===== src/pkg/rts_pkg.sv =====
// constants and types shared by the reset time-out sequencer
package rts_pkg;

    // ---------------------------------------------------------------
    // clock and delays
    // ---------------------------------------------------------------
    localparam int RTS_CLK_MHZ = 100;
    localparam int RTS_POWERUP_DELAY_TIMER_TIME_MS = 96;
    localparam int RTS_US_PER_MS = 1000;
    // power-up delay counted on the fixed 100 MHz time base
    localparam int RTS_POWERUP_DELAY_TIMER_CYCLES = RTS_POWERUP_DELAY_TIMER_TIME_MS * RTS_US_PER_MS
        * RTS_CLK_MHZ;
    localparam int RTS_POWERUP_DELAY_TIMER_W = 24;
    // oscillator start-up delay in oscillator periods
    localparam int RTS_OST_PERIODS = 1024;
    localparam int RTS_OST_W = 10;

    // ---------------------------------------------------------------
    // program counter and status values
    // ---------------------------------------------------------------
    localparam int RTS_PC_W = 16;
    localparam logic [RTS_PC_W-1:0] RTS_RESET_VECTOR = 16'h0000;
    localparam logic [RTS_PC_W-1:0] RTS_PC_STEP = 16'h0001;
    localparam logic [1:0] RTS_STATUS_HI_SET = 2'h3;
    localparam logic RTS_FLAG_SET = 1'h1;
    localparam logic RTS_FLAG_CLR = 1'h0;

    // ---------------------------------------------------------------
    // oscillator configuration and sequencer states
    // ---------------------------------------------------------------
    typedef enum logic [1:0] {
        RTS_MODE_LOW_FREQ_CRYSTAL = 2'h0,
        RTS_MODE_CRYSTAL = 2'h1,
        RTS_MODE_EXTERNAL_CLOCK = 2'h2,
        RTS_MODE_RESISTOR_CAP = 2'h3
    } rts_osc_mode_type;

    typedef enum logic [1:0] {
        RTS_ST_HOLD = 2'h0,
        RTS_ST_TIMING = 2'h1,
        RTS_ST_RUN = 2'h3,
        RTS_ST_SLEEP = 2'h2
    } rts_state_type;

endpackage


===== src/hdl/rts_sequencer.sv =====
// reset and start-up time-out sequencer for the core
`timescale 1ns/100ps
// Summary of operation
// - power-up holds reset for longer of 96 ms and 1024 oscillator periods
// - start-up timer only in crystal modes; other modes wake without delay
// - time-out counting starts at first rising edge of master clear
// - timeout and powerdown flags encode the reset or wake-up cause
// - every reset event outside an interrupt wake-up wait loads program counter with the reset vector
// - status bits 1111, 1110, 1101, 1100 by reset cause
// - interrupt wake-up loads pc+1; status 1110 or 1010 by interrupt disable
// - enabled interrupt wake runs next instruction, then the vector
// - master clear or watchdog while running skip start-up timer
// - start-up timer counts oscillator pulses once amplitude is valid
// - on power-up both timers start together once master clear is high
module rts_sequencer
    import rts_pkg::*;
#(
    parameter int POWERUP_CYCLES = rts_pkg::RTS_POWERUP_DELAY_TIMER_CYCLES
) (
    input wire logic CLOCK,
    input wire logic NRST,
    input wire logic MASTER_CLEAR_PIN,
    input wire logic OSC_INPUT_PIN,
    input wire logic OSC_AMPLITUDE_OK,
    input wire rts_pkg::rts_osc_mode_type OSC_MODE,
    input wire logic WATCHDOG_RESET,
    input wire logic SLEEP_INSTR,
    input wire logic WAKE_INTERRUPT,
    input wire logic WATCHDOG_CLEAR_INSTR,
    input wire logic GLOBAL_INTERRUPT_DISABLE,
    input wire logic [rts_pkg::RTS_PC_W-1:0] PROGRAM_COUNTER,
    output logic CORE_RESET,
    output logic SLEEPING,
    output logic PC_LOAD,
    output logic [rts_pkg::RTS_PC_W-1:0] PC_LOAD_VALUE,
    output logic [3:0] CPU_STATUS_BITS,
    output logic WATCHDOG_TIMEOUT_FLAG,
    output logic POWERDOWN_FLAG,
    output logic OSCILLATOR_STARTUP_TIMER,
    output logic INTERRUPT_VECTOR_NEXT
);
    import rts_pkg::*;

    // ---------------------------------------------------------------
    // state
    // ---------------------------------------------------------------
    typedef struct packed {
        rts_state_type state;
        logic master_clear_pin_s1;
        logic master_clear_pin_s2;
        logic master_clear_pin_prev;
        logic osc_s1;
        logic osc_s2;
        logic osc_prev;
        logic amp_s1;
        logic amp_s2;
        logic core_reset;
        logic sleeping;
        logic need_powerup_delay_timer;
        logic need_ost;
        logic osc_event;
        logic wake;
        logic powerup_delay_timer_start;
        logic ost_start;
        logic pc_load;
        logic [RTS_PC_W-1:0] pc_value;
        logic [RTS_PC_W-1:0] pc_saved;
        logic [1:0] status_hi;
        logic to_flag;
        logic pd_flag;
        logic vec_next;
    } rts_seq_reg_type;

    localparam rts_seq_reg_type RTS_SEQ_RESET = '{
        state: RTS_ST_HOLD,
        core_reset: RTS_FLAG_SET,
        need_powerup_delay_timer: RTS_FLAG_SET,
        osc_event: RTS_FLAG_SET,
        status_hi: RTS_STATUS_HI_SET,
        to_flag: RTS_FLAG_SET,
        pd_flag: RTS_FLAG_SET,
        default: '0
    };
    localparam logic [RTS_POWERUP_DELAY_TIMER_W-1:0] POWERUP_DELAY_TIMER_LAST =
        RTS_POWERUP_DELAY_TIMER_W'(POWERUP_CYCLES - 1);
    localparam logic [RTS_OST_W-1:0] OST_LAST =
        RTS_OST_W'(RTS_OST_PERIODS - 1);

    rts_seq_reg_type r_reg;
    rts_seq_reg_type r_next;
    logic powerup_delay_timer_done;
    logic ost_done;
    logic crystal;
    logic master_clear_pin_rise;
    logic ost_step;
    logic timers_done;

    // ---------------------------------------------------------------
    // timers
    // ---------------------------------------------------------------
    // power-up delay steps every clock of the fixed time base
    rts_timer #(.W(RTS_POWERUP_DELAY_TIMER_W), .LAST(POWERUP_DELAY_TIMER_LAST)) u_powerup_delay_timer (
        .clk(CLOCK),
        .nrst(NRST),
        .start(r_reg.powerup_delay_timer_start),
        .step(1'b1),
        .done(powerup_delay_timer_done)
    );

    rts_timer #(.W(RTS_OST_W), .LAST(OST_LAST)) u_ost (
        .clk(CLOCK),
        .nrst(NRST),
        .start(r_reg.ost_start),
        .step(ost_step),
        .done(ost_done)
    );

    // ---------------------------------------------------------------
    // next state
    // ---------------------------------------------------------------
    always_comb begin
        crystal = (OSC_MODE == RTS_MODE_CRYSTAL) ||
            (OSC_MODE == RTS_MODE_LOW_FREQ_CRYSTAL);
        master_clear_pin_rise = r_reg.master_clear_pin_s2 && !r_reg.master_clear_pin_prev;
        // counting waits for a valid swing on the oscillator input
        ost_step = r_reg.osc_s2 && !r_reg.osc_prev && r_reg.amp_s2;
        timers_done = !r_reg.powerup_delay_timer_start && !r_reg.ost_start &&
            (!r_reg.need_powerup_delay_timer || powerup_delay_timer_done) &&
            (!r_reg.need_ost || ost_done);
        r_next = r_reg;
        r_next.master_clear_pin_s1 = MASTER_CLEAR_PIN;
        r_next.master_clear_pin_s2 = r_reg.master_clear_pin_s1;
        r_next.master_clear_pin_prev = r_reg.master_clear_pin_s2;
        r_next.osc_s1 = OSC_INPUT_PIN;
        r_next.osc_s2 = r_reg.osc_s1;
        r_next.osc_prev = r_reg.osc_s2;
        r_next.amp_s1 = OSC_AMPLITUDE_OK;
        r_next.amp_s2 = r_reg.amp_s1;
        r_next.pc_load = 1'b0;
        r_next.powerup_delay_timer_start = 1'b0;
        r_next.ost_start = 1'b0;
        r_next.vec_next = 1'b0;
        unique case (r_reg.state)
            RTS_ST_HOLD: begin
                r_next.core_reset = 1'b1;
                if (master_clear_pin_rise) begin
                    // the timers that are needed start in the same cycle
                    r_next.state = RTS_ST_TIMING;
                    r_next.powerup_delay_timer_start = r_reg.need_powerup_delay_timer;
                    r_next.need_ost = r_reg.osc_event && crystal;
                    r_next.ost_start = r_reg.osc_event && crystal;
                end
            end
            RTS_ST_TIMING: begin
                if (!r_reg.master_clear_pin_s2 && !r_reg.wake) begin
                    // a new low on the pin restarts the whole wait, except after a sleep watchdog reset, where it drops the start-up timer, and in a wake-up wait, where it is ignored
                    r_next.state = RTS_ST_HOLD;
                end else if (timers_done) begin
                    r_next.state = RTS_ST_RUN;
                    r_next.core_reset = 1'b0;
                    r_next.sleeping = 1'b0;
                    r_next.need_powerup_delay_timer = 1'b0;
                    r_next.need_ost = 1'b0;
                    r_next.osc_event = 1'b0;
                    r_next.wake = 1'b0;
                    r_next.pc_load = 1'b1;
                    if (r_reg.wake) begin
                        r_next.pc_value =
                            r_reg.pc_saved + RTS_PC_STEP;
                        r_next.vec_next = !r_reg.status_hi[0];
                    end else begin
                        r_next.pc_value = RTS_RESET_VECTOR;
                    end
                end
            end
            RTS_ST_RUN: begin
                if (!r_reg.master_clear_pin_s2) begin
                    r_next.state = RTS_ST_HOLD;
                    r_next.core_reset = 1'b1;
                    r_next.osc_event = 1'b0;
                    r_next.need_powerup_delay_timer = 1'b0;
                    r_next.status_hi = RTS_STATUS_HI_SET;
                    r_next.to_flag = RTS_FLAG_SET;
                    r_next.pd_flag = RTS_FLAG_SET;
                end else if (WATCHDOG_RESET) begin
                    r_next.state = RTS_ST_TIMING;
                    r_next.core_reset = 1'b1;
                    r_next.osc_event = 1'b0;
                    r_next.need_powerup_delay_timer = 1'b0;
                    r_next.need_ost = 1'b0;
                    r_next.status_hi = RTS_STATUS_HI_SET;
                    r_next.to_flag = RTS_FLAG_CLR;
                    r_next.pd_flag = RTS_FLAG_SET;
                end else if (SLEEP_INSTR) begin
                    r_next.state = RTS_ST_SLEEP;
                    r_next.sleeping = 1'b1;
                    r_next.pc_saved = PROGRAM_COUNTER;
                    r_next.to_flag = RTS_FLAG_SET;
                    r_next.pd_flag = RTS_FLAG_CLR;
                end else if (WATCHDOG_CLEAR_INSTR) begin
                    r_next.to_flag = RTS_FLAG_SET;
                    r_next.pd_flag = RTS_FLAG_SET;
                end
            end
            RTS_ST_SLEEP: begin
                // pin reset outranks watchdog, watchdog outranks wake
                if (!r_reg.master_clear_pin_s2) begin
                    r_next.state = RTS_ST_HOLD;
                    r_next.core_reset = 1'b1;
                    r_next.osc_event = 1'b1;
                    r_next.status_hi = RTS_STATUS_HI_SET;
                    r_next.to_flag = RTS_FLAG_SET;
                    r_next.pd_flag = RTS_FLAG_CLR;
                end else if (WATCHDOG_RESET) begin
                    r_next.state = RTS_ST_TIMING;
                    r_next.core_reset = 1'b1;
                    r_next.need_ost = crystal;
                    r_next.ost_start = crystal;
                    r_next.status_hi = RTS_STATUS_HI_SET;
                    r_next.to_flag = RTS_FLAG_CLR;
                    r_next.pd_flag = RTS_FLAG_CLR;
                end else if (WAKE_INTERRUPT) begin
                    r_next.state = RTS_ST_TIMING;
                    r_next.wake = 1'b1;
                    r_next.need_ost = crystal;
                    r_next.ost_start = crystal;
                    r_next.status_hi =
                        {1'b1, GLOBAL_INTERRUPT_DISABLE};
                    r_next.to_flag = RTS_FLAG_SET;
                    r_next.pd_flag = RTS_FLAG_CLR;
                end
            end
        endcase
    end

    always_ff @(posedge CLOCK) begin
        if (!NRST) begin
            r_reg <= RTS_SEQ_RESET;
        end else begin
            r_reg <= r_next;
        end
    end

    // ---------------------------------------------------------------
    // outputs
    // ---------------------------------------------------------------
    assign CORE_RESET = r_reg.core_reset;
    assign SLEEPING = r_reg.sleeping;
    assign PC_LOAD = r_reg.pc_load;
    assign PC_LOAD_VALUE = r_reg.pc_value;
    assign CPU_STATUS_BITS = {r_reg.status_hi, r_reg.to_flag, r_reg.pd_flag};
    assign WATCHDOG_TIMEOUT_FLAG = r_reg.to_flag;
    assign POWERDOWN_FLAG = r_reg.pd_flag;
    assign OSCILLATOR_STARTUP_TIMER = r_reg.need_ost;
    assign INTERRUPT_VECTOR_NEXT = r_reg.vec_next;
endmodule


===== src/hdl/rts_timer.sv =====
// up-counting delay timer with restart and step enable
`timescale 1ns/100ps
module rts_timer #(
    parameter int W = 10,
    parameter logic [W-1:0] LAST = '1
) (
    input wire logic clk,
    input wire logic nrst,
    input wire logic start,
    input wire logic step,
    output logic done
);
    typedef struct packed {
        logic [W-1:0] cnt;
        logic done;
    } rts_timer_reg_type;

    rts_timer_reg_type r_reg;
    rts_timer_reg_type r_next;

    always_comb begin
        r_next = r_reg;
        if (start) begin
            r_next = '0;
        end else if (step && !r_reg.done) begin
            if (r_reg.cnt == LAST) begin
                r_next.done = 1'b1;
            end else begin
                r_next.cnt = r_reg.cnt + 1'b1;
            end
        end
    end

    always_ff @(posedge clk) begin
        if (!nrst) begin
            r_reg <= '0;
        end else begin
            r_reg <= r_next;
        end
    end

    assign done = r_reg.done;
endmodule


===== config.mk =====
export PLATFORM = sky130hd
export DESIGN_NAME = rts_sequencer
export DESIGN_NICKNAME = d
export VERILOG_FILES = /design/src/pkg/rts_pkg.sv /design/src/hdl/rts_sequencer.sv /design/src/hdl/rts_timer.sv
export SDC_FILE = /design/constraint.sdc
export NUM_CORES = 1
export LEC_CHECK = 0
export ABC_AREA = 1
export BUFFER_PORTS_ARGS = -buffer_cell sky130_fd_sc_hd__buf_4
export CORE_ASPECT_RATIO = 0.75
export CORE_MARGIN = 4
export CORE_UTILIZATION = 60
export CTS_CLUSTER_SIZE = 12
export DETAILED_ROUTE_END_ITERATION = 16
export HOLD_SLACK_MARGIN = 0.02
export PLACE_DENSITY = 0.8
export RECOVER_POWER = 50
export SYNTH_ARGS = -nofsm -noshare
export SYNTH_HDL_FRONTEND = slang
export SYNTH_HIERARCHICAL = 1
export SYNTH_SLANG_ARGS = --single-unit

===== constraint.sdc =====
create_clock -name CLOCK -period 3.2 [get_ports CLOCK]
set_clock_uncertainty 0.2 [all_clocks]
set_input_delay 0.64 -clock CLOCK [delete_from_list [all_inputs] [get_ports CLOCK]]
set_output_delay 0.64 -clock CLOCK [all_outputs]
set_load 0.02 [all_outputs]

==> results of run 1 <==
[synthesized netlist by cell type, types with 2 or more instances]
master	instances
nand2_1	183
clkbuf_1	9
nand4_1	21
ha_1	3
a21oi_1	43
o21a_1	2
nor2_4	6
o211ai_1	2
nand3_1	71
o21ai_0	31
inv_2	7
buf_2	6
buf_4	20
xnor2_1	5
o21bai_1	3
buf_6	4
dfxtp_1	91
nor2_1	109
nor2_2	6
nand3_2	2
nand2_4	2
a21oi_2	3
nor4_1	2
inv_1	84
xor2_1	5
nand2_2	6
nor3_1	2
[power groups by stage]
stage                     clock (mW)  combinational, mW  sequential (mW)
after floorplan                    0             0.0705             1.18
after global placement             0              0.113             1.18
after detailed placement           0              0.116             1.18
after CTS                      0.890              0.116             1.15
after global routing           0.927              0.128             1.15
final                          0.873              0.114             1.15
[cells by family (layout without fill, tap and decap cells)]
| family | Yosys count | after routing |
|---|---|---|
| other | 1 | 2 |
| DFF | 91 | 91 |
| adders and majority gates | 3 | 3 |
| buffers and inverters | 130 | 161 |
| and+or+nand+nor | 416 | 416 |
| xor gates and xnor gates | 10 | 10 |
| AOI/OAI and AO/OA | 85 | 85 |
[routing by layer]
layer / GRT usage, % / vias up / wire length, um
li1: - / 2369 / -
met5: 0 / - / 0
met3: 5.22 / 9 / 542
met4: 7.53 / 0 / 121
met1: 29.2 / 2068 / 5060
met2: 36.7 / 112 / 4770
[critical path: cells and delay by family, from the launching register on]
family | cells | cell delay [ns]
AOI/OAI and AO/OA | 1 | 0.05
and+or+nand+nor | 5 | 1.01
adders and majority gates | 1 | 0.25
buffers and inverters | 1 | 0.20
DFF | 1 | 0.40
[cell type report]
type,instances,area share (%)
clock buffer,10,2.43
clock inverter,6,1.79
inverter,91,6.51
multi-input combinational,516,46.2
sequential,91,34.7
tap,105,2.50
timing repair buffer,54,5.87
[metrics by stage]
step           cell area [um2]  power, mW  utilization, %  setup WS (ns)  std cells
5_1_grt                   5250       2.21            66.6          0.764        873
4_1_cts                   5370       2.16            68.2          0.945        873
6_report                  5250       2.14            66.6          0.955        873
3_5_place_dp              5150       1.30            65.4          0.953        857
2_1_floorplan             4870       1.25               -           1.47        737
3_3_place_gp              5150       1.29            65.4           1.05        857
[worst paths after layout]
check / end / from
min reg2reg: r_next[51] / r_next[52]
min: r_next[51] / r_next[52]
max: u_powerup_delay_timer/r_reg[17] / u_powerup_delay_timer/r_reg[1]
max reg2reg: u_powerup_delay_timer/r_reg[17] / u_powerup_delay_timer/r_reg[1]
==> results.md, run 1 <==
- Setup tns final: 0 ns
- Flop pwr share: 53.9%
- Die area: 0.00964 mm2
- Worst hold path type: flop to flop
- Register Area: 0.00182 mm2
- Dpl hpwl: 7650 um
- CTS root buffer: clkbuf_8
- DR iter-0 viols: 311
- Hold buffers post-CTS: 0
- Crit end category: flop
- Post-synthesis simple-gate area fraction: 38.3%
- Clock Pin Slew Worst Setup and Hold Paths: 0.10 ns
- Worst vdd ir: 0.000302 V
- Rows: 28
- Total track usage: 22.3%
- I/O Buffers: 52
- Pwr Density: 408 mW/mm2
- Flop2flop setup slack: 0.96 ns
- Overflow left after global routing: 0
- Slew @ Worst Pin: 0.753 ns
- Total core area: 0.00788 mm2
- #FFs+latches synth: 91
- Post-synthesis compound-gate area fraction: 9.35%
- Crit path launch type: flop
- Drt total wl: 10500 um
- Initial Utilization: 61.8%
- Max-slew violations: 0
- Top_reg_cell synth: dfxtp_1
- Largest register FFs: 26
- CP Data Required Time: 3.23 ns
- WP data arrival: 2.27 ns
- Post-CTS setup buffer count: 0
- R2R depth: 8
- Hold slack: 0.223 ns
- Vias in the first global route: 4202
- Final ANT Viol Nets: 0
- Skew-Pair Late Insertion Delay: 0.37 ns
- Leakage power: 2.18 nW
- DRC: 0
- RSZ-0062 raised after global routing: no
- Max H-tree Level: 3
- Logic pwr share: 5.3%
- Placer congestion estimate: 0.965
- Largest net degree at the start of global routing: 36
- Slew margin rel.: 49.6%
- Internal: 1.64 mW
- Share of layout cells above drive strength 1: 9.51%
- Clk sink count: 91
- Antenna Cells: 0
- Post-cts resize count: 0
- Number of max-cap violations: 0
- Clock power share: 40.8%
- Multiplexer area fraction after synthesis: 0%
- FFs w/ async S/R, synth: 0%
- Post-synthesis xor/xnor area fraction: 1.80%
- Slowest CP cell: dfxtp_1
- Adder-cell share of the synthesized area: 0.771%
- Worst hold path depth: 2
- CP max stage delay: 0.40 ns
- Synth cell types: 35
- P&R area growth vs syn: 7.71%
- Syn_area_per_cell: 6.62 um2
- Initial antenna violation count: 0
- Yosys top cell area share: 37.4%
- Fin. Hold Viols: 0
- Status: finished clean
- Layout Nets: 794
- Maximum operating frequency: 445 MHz
- Die Ht: 86.0 um
- Post-synth EDFFs: 0
- Final Cycle Share: 70.1%
- Crit path kind: flop to flop
- Cells after Synth: 736
- Switching Fraction: 23.6%
- Sequential share of the synthesized area: 37.4%
- Avg WL per Cell: 12.0 um
- Leading area contributor after synthesis: dfxtp_1
- Main combinational cell family by area after synthesis: simple AND/OR/NAND/NOR gates
- Vias post-DR: 4558
- Max Fanout on Critical Path: 25
- Top Ports: 55
- Multi-input gate area: 0.00242 mm2
- Cell area after synthesis: 0.00487 mm2
- Synth area leaders: dfxtp_1 37%, nand2_1 14%, nor2_1 8.4%
- Final min period: 2.24 ns
- CP cell instances: ha_1 > nand3_2 > nor2_4 > nand3_4 > nand2_4 > inv_1 > nand2_1 > a21oi_2
- Clock Tree Buf Depth: 2
- Drt pass-1 iters: 5
- Fillers: 730
- Ys Warns: 6
- Psw: 0.504 mW
- Drt via density: 5.22
- TritonCTS clock tree: yes
- Commonest non-fill, non-tap cell in the layout: nand2_1
- Die Width: 112 um
- First-pass GRT wire length: 18100 um
- TritonCTS buffer count: 9
- Most frequent cells in the layout: 183 x nand2_1, 112 x nor2_1, 91 x dfxtp_1, 86 x inv_1, 71 x nand3_1
- Setup violations, final: 0
(Power assumes the default switching activity.)
==> run 2: changes to the inputs <==
--- a/config.mk
+++ b/config.mk
@@ -9,11 +9,11 @@
 export BUFFER_PORTS_ARGS = -buffer_cell sky130_fd_sc_hd__buf_4
 export CORE_ASPECT_RATIO = 0.75
 export CORE_MARGIN = 4
-export CORE_UTILIZATION = 60
+export CORE_UTILIZATION = 59
 export CTS_CLUSTER_SIZE = 12
 export DETAILED_ROUTE_END_ITERATION = 16
 export HOLD_SLACK_MARGIN = 0.02
-export PLACE_DENSITY = 0.8
+export PLACE_DENSITY = 0.79
 export RECOVER_POWER = 50
 export SYNTH_ARGS = -nofsm -noshare
 export SYNTH_HDL_FRONTEND = slang
==> constraint.sdc (replaced) <==
create_clock -name CLOCK -period 2.25 [get_ports CLOCK]
set_clock_uncertainty 0.2 [all_clocks]
set_input_delay 0.45 -clock CLOCK [delete_from_list [all_inputs] [get_ports CLOCK]]
set_output_delay 0.45 -clock CLOCK [all_outputs]
set_load 0.02 [all_outputs]
==> run 2 against run 1 <==
Against the previous run: fmax up 12%; clock power up 43%; die area up 1.6%; non-clock buffer count up 4; largest cell class unchanged; cell area up 0.83%; register-to-register slack worse by 0.72 ns.
==> results.md, run 2 (same netlist as run 1, synthesis figures left out) <==
- Largest register FFs: 26
- Max-slew violations: 0
- Avg WL per Cell: 11.8 um
- Dpl hpwl: 7710 um
- Drt via density: 5.11
- CP Data Required Time: 2.33 ns
- Leakage power: 2.20 nW
- First-pass GRT wire length: 17800 um
- Area after DPL: 0.00518 mm2
- Post-CTS setup buffer count: 0
- CTS root buffer: clkbuf_8
- Setup ws final: 0.237 ns
- Total track usage: 22.0%
- Clock Tree Buf Depth: 2
- Number of max-cap violations: 0
- Crit path launch type: flop
- RSZ-0062 raised after global routing: no
- I/O Buffers: 52
- Die Ht: 86.7 um
- DR iter-0 viols: 291
- CP cell instances: ha_1 > nand2_2 > nor2_4 > nand3b_1 > nand2_1 > inv_1 > nor2_1 > nor2_1
- Post-cts resize count: 0
- Layout Nets: 798
- DRC: 0
- Share of layout cells above drive strength 1: 10.2%
- Initial Utilization: 61.2%
- Most frequent cells in the layout: 183 x nand2_1, 110 x nor2_1, 91 x dfxtp_1, 86 x inv_1, 71 x nand3_1
- Setup tns final: 0 ns
- Setup WS pre-CTS: 0.290 ns
- Antenna Cells: 0
- Tot Pwr: 3.06 mW
- Drt pass-1 iters: 7
- Vias post-DR: 4479
- Fillers: 713
- CP max stage delay: 0.44 ns
- Slew @ Worst Pin: 0.577 ns
- Slew margin rel.: 61.5%
- Cell area after layout: 0.00529 mm2
- Largest net degree at the start of global routing: 36
- WL met1: 4860 um
- TritonCTS buffer count: 9
- Rows: 28
- Cells after DPL: 861
- WP data arrival: 2.09 ns
- Fin. Hold Viols: 0
- Post-route non-filler standard cell count: 877
- Pwr Density: 578 mW/mm2
- TritonCTS clock tree: yes
- Status: finished clean
- Final min period: 2.01 ns
- Final Util: 66.5%
- Initial antenna violation count: 0
- Placer congestion estimate: 0.928
- Hold slack: 0.0468 ns
- Overflow left after global routing: 0
- Clock Pin Slew Worst Setup and Hold Paths: 0.09 ns
- Die area: 0.00979 mm2
- Crit path kind: flop to flop
- Skew-Pair Late Insertion Delay: 0.37 ns
- Hold buffers post-CTS: 0
- Slowest CP cell: dfxtp_1
- Worst hold path type: primary input to flop
- Vias in the first global route: 4048
- Maximum operating frequency: 497 MHz
- Drt total wl: 10400 um
- Max H-tree Level: 3
- Final ANT Viol Nets: 0
- Worst vdd ir: 0.000438 V
- Crit path top cell by count: nor2_1
- Wire length on met3: 664 um
- Final Cycle Share: 89.5%
- Top Ports: 55
- Total core area: 0.00795 mm2
- Setup violations, final: 0
- Clk sink count: 91
- Max Fanout on Critical Path: 15
- Commonest non-fill, non-tap cell in the layout: nand2_1
- Routed met2 length: 4720 um
- Max layer used: met4
- Crit end category: flop
- P&R area growth vs syn: 8.61%
- Die Width: 113 um
## run 2: changes by cell type in the layout (fill, tap and decap cells not counted), sizes merged
cell      previous run  this run
buf                 28        32
clkinv               0         2
clkinvlp             1         0
inv                 94        93
## run 2: layout make-up
cell class | instances | area, um2 | area share (%)
tap | 105 | 131 | 2.48
clock inverter | 6 | 97.6 | 1.84
clock buffer | 10 | 128 | 2.41
timing repair buffer | 58 | 338 | 6.39
multi-input combinational | 516 | 2430 | 46.0
inverter | 91 | 342 | 6.46
sequential | 91 | 1820 | 34.4
## run 2: final timing paths
path	start	endpoint	slack, ns	depth (start not counted)
setup / recovery	u_ost/r_reg[1]	u_ost/r_reg[2]	0.24	8
hold / removal	MASTER_CLEAR_PIN	r_next[52]	0.05	3
setup reg to reg	u_ost/r_reg[1]	u_ost/r_reg[2]	0.24	8
hold reg to reg	r_next[52]	r_next[51]	0.22	2
## run 2: worst max-delay path, delay by kind of cell (launching register included)
family	cells	cell delay (ns)
adders and majority gates	1	0.27
buffers and inverters	1	0.07
DFF	1	0.44
and+or+nand+nor	6	0.93
## run 2: layer usage
| metal | GRT usage, % | vias up |
|---|---|---|
| met3 | 6.00 | 12 |
| li1 | - | 2377 |
| met1 | 28.5 | 1944 |
| met2 | 36.3 | 146 |
| met4 | 6.11 | 0 |
| met5 | 0 | - |
## run 2: report_power, final
group	leakage, nW	switching (mW)	internal, mW	total (mW)
logic	1.36	0.100	0.0637	0.164
clock network	0.113	0.611	0.641	1.25
registers	0.736	0.0128	1.63	1.64
total	2.20	0.724	2.33	3.06
==> run 3: changes to the inputs <==
--- a/config.mk
+++ b/config.mk
@@ -5,15 +5,14 @@
 export SDC_FILE = /design/constraint.sdc
 export NUM_CORES = 1
 export LEC_CHECK = 0
-export ABC_AREA = 1
 export BUFFER_PORTS_ARGS = -buffer_cell sky130_fd_sc_hd__buf_4
 export CORE_ASPECT_RATIO = 0.75
 export CORE_MARGIN = 4
-export CORE_UTILIZATION = 59
+export CORE_UTILIZATION = 57
 export CTS_CLUSTER_SIZE = 12
 export DETAILED_ROUTE_END_ITERATION = 16
 export HOLD_SLACK_MARGIN = 0.02
-export PLACE_DENSITY = 0.79
+export PLACE_DENSITY_LB_ADDON = 0.3
 export RECOVER_POWER = 50
 export SYNTH_ARGS = -nofsm -noshare
 export SYNTH_HDL_FRONTEND = slang
==> run 3 against run 2 <==
Against the previous run: sequential share of layout area is 4.6 points higher; worst setup slack worse by 0.055 ns; combinational power is 26% higher; critical path depth is 2 lower; first-iteration DRC count is 52% lower; cell area is 12% lower; die area is 9.6% lower; highest routed layer unchanged; register-to-register slack worse by 0.05 ns; worst hold slack better by 0.042 ns; global-route usage is 2.2 points lower; largest cell class unchanged; clock-buffer cell count stayed put; routed wire length is 20% lower.
==> results.md, run 3 <==
- Total core area: 0.00699 mm2
- DRC: 0
- Slew @ Worst Pin: 0.800 ns
- Share of layout cells above drive strength 1: 12.9%
- Setup tns final: 0 ns
- Placer congestion estimate: 0.891
- Crit end category: flop
- Post-CTS setup buffer count: 0
- Ys Warns: 6
- Final min period: 2.07 ns
- #FFs+latches synth: 91
- WP data arrival: 2.10 ns
- Most numerous cell in the Yosys netlist: dfxtp_1
- Layout Nets: 561
- Setup violations, final: 0
- Pwr Density: 635 mW/mm2
- Clock Pin Slew Worst Setup and Hold Paths: 0.10 ns
- Clock Tree Buf Depth: 2
- Final Cycle Share: 91.9%
- TritonCTS clock tree: yes
- Dpl hpwl: 6020 um
- Area after DPL: 0.00457 mm2
- Drt total wl: 8340 um
- Post-synth EDFFs: 0
- Rows: 26
- Hold endpoint: r_next[52]
- Largest net degree at the start of global routing: 28
- Overflow left after global routing: 0
- Antenna Cells: 0
- Commonest non-fill, non-tap cell in the layout: dfxtp_1
- Avg WL per Cell: 13.2 um
- Status: finished clean
- Number of max-cap violations: 0
- Crit path kind: flop to flop
- Initial antenna violation count: 0
- Vias in the first global route: 3124
- Tot Pwr: 2.96 mW
- Die Width: 107 um
- Max Fanout on Critical Path: 10
- R2R Path Start: u_powerup_delay_timer/r_reg[3]
- Die area: 0.00884 mm2
- Top_reg_cell synth: dfxtp_1
- DR iter-0 viols: 140
- Worst hold path type: primary input to flop
- Vias post-DR: 3400
- FFs w/ async S/R, synth: 0%
- Leakage power: 1.68 nW
- Sequential share of the synthesized area: 43.2%
- Max H-tree Level: 3
- Largest register FFs: 26
- Leading area contributor after synthesis: dfxtp_1
- Yosys top cell area share: 43.2%
- Most frequent cells in the layout: 91 x dfxtp_1, 60 x nor2_1, 56 x nand2_1, 37 x buf_4, 31 x a21oi_1
- Crit path launch type: flop
- Cells after Synth: 490
- P&R area growth vs syn: 10.8%
- Synth cell types: 59
- Total track usage: 19.8%
- Worst vdd ir: 0.000374 V
- I/O Buffers: 52
- Drt pass-1 iters: 5
- HP Start: MASTER_CLEAR_PIN
- Die Ht: 82.5 um
- Worst hold path depth: 2
- Slew margin rel.: 46.7%
- Initial Utilization: 60.2%
- Fin. Hold Viols: 0
- First-pass GRT wire length: 14100 um
- Drt via density: 5.37
- Clk sink count: 91
- Commonest cells post-synth: 91 x dfxtp_1, 60 x nor2_1, 56 x nand2_1, 31 x a21oi_1, 27 x xor2_1
- R2R depth: 6
- CP Data Required Time: 2.28 ns
- Flop2flop setup slack: 0.18 ns
- TritonCTS buffer count: 9
- Top Ports: 55
- Final ANT Viol Nets: 0
- Hold buffers post-CTS: 0
- RSZ-0062 raised after global routing: no
- Syn_area_per_cell: 8.60 um2
- Maximum operating frequency: 484 MHz
- Skew-Pair Late Insertion Delay: 0.36 ns
- Cell area after layout: 0.00467 mm2
- Synth area leaders: dfxtp_1 43%, xor2_1 5.6%, nor2_1 5.3%
- Fillers: 600
- R2R Path End: u_powerup_delay_timer/r_reg[7]
- Cell area after synthesis: 0.00421 mm2
- Max-slew violations: 0
- CTS root buffer: clkbuf_8
## run 3: changes by cell type after synthesis, sizes merged, moves of 11 or more
cell / change
nand2: -134
inv: -79
nor2: -61
nand3: -57
xor2: +22
a21oi: -15
and2: +11
nor3: +11
o21ai: -11
## run 3: how the worst max path moves through the flow
stage	from	endpoint	slack, ns	cells after the start
2_1_floorplan	u_powerup_delay_timer/r_reg[3]	u_powerup_delay_timer/r_reg[5]	0.41	6
3_3_place_gp	u_powerup_delay_timer/r_reg[1]	u_powerup_delay_timer/r_reg[5]	0.30	7
3_5_place_dp	u_powerup_delay_timer/r_reg[1]	u_powerup_delay_timer/r_reg[2]	0.23	7
4_1_cts	u_powerup_delay_timer/r_reg[1]	u_powerup_delay_timer/r_reg[7]	0.15	7
5_1_grt	NRST	r_reg[39]	0.05	6
6_report	u_powerup_delay_timer/r_reg[3]	u_powerup_delay_timer/r_reg[7]	0.18	6
## run 3: cell type report
class                   instances  area (um2)  share of cell area, %
clock buffers                  10         128                   2.74
repair buffers                 65         384                   8.23
clock inverters                 6        72.6                   1.56
inverters                      12        45.0                  0.965
multi-input cells             351        2090                   44.8
flip-flops and latches         91        1820                   39.0
well taps                      98         123                   2.63
## run 3: metrics by stage
stage                     hold slack [ns]  setup slack (ns)  util [%]  instances
after CTS                          0.0729             0.149      68.1        633
after detailed placement            0.205             0.233      65.3        617
final                              0.0889             0.182      66.7        633
after global routing               0.0761            0.0517      66.7        633
after floorplan                     0.188             0.406         -        494
after global placement              0.214             0.305      65.3        617
## run 3: worst max-delay path, stage by stage, from the launching register on
cell,delay [ns]
dfxtp_1,0.44
nand4_2,0.19
or3_1,0.44
buf_4,0.19
o211ai_1,0.23
xor2_1,0.20
nor2_1,0.07
## run 3: per-layer routing
metal | wire [um] | track usage [%]
met5 | 0 | 0
met4 | 127 | 7.41
met3 | 387 | 4.43
met2 | 3820 | 32.8
met1 | 4010 | 25.5
## run 3: cell families (layout without fill, tap and decap cells)
| kind of cell | Yosys count | after routing | synth area share [%] |
|---|---|---|---|
| simple gates | 217 | 217 | 26.8 |
| mux | 3 | 3 | 0.713 |
| fa+ha+maj | 3 | 3 | 0.891 |
| xor+xnor | 36 | 36 | 7.48 |
| other cells | 1 | 5 | 0.0890 |
| flops | 91 | 91 | 43.2 |
| compound gates | 87 | 87 | 13.2 |
| buf+inv | 52 | 93 | 7.54 |
## run 3: power by group
part | leakage, nW | switching, mW | internal [mW]
clock | 0.0975 | 0.576 | 0.526
sequential | 0.735 | 0.0211 | 1.63
combinational | 0.843 | 0.119 | 0.0868
## run 3: what timing repair did
item,in CTS,in global routing
resized for setup,0,2
endpoints found under the hold margin,0,0
endpoints found under the setup margin,0,3
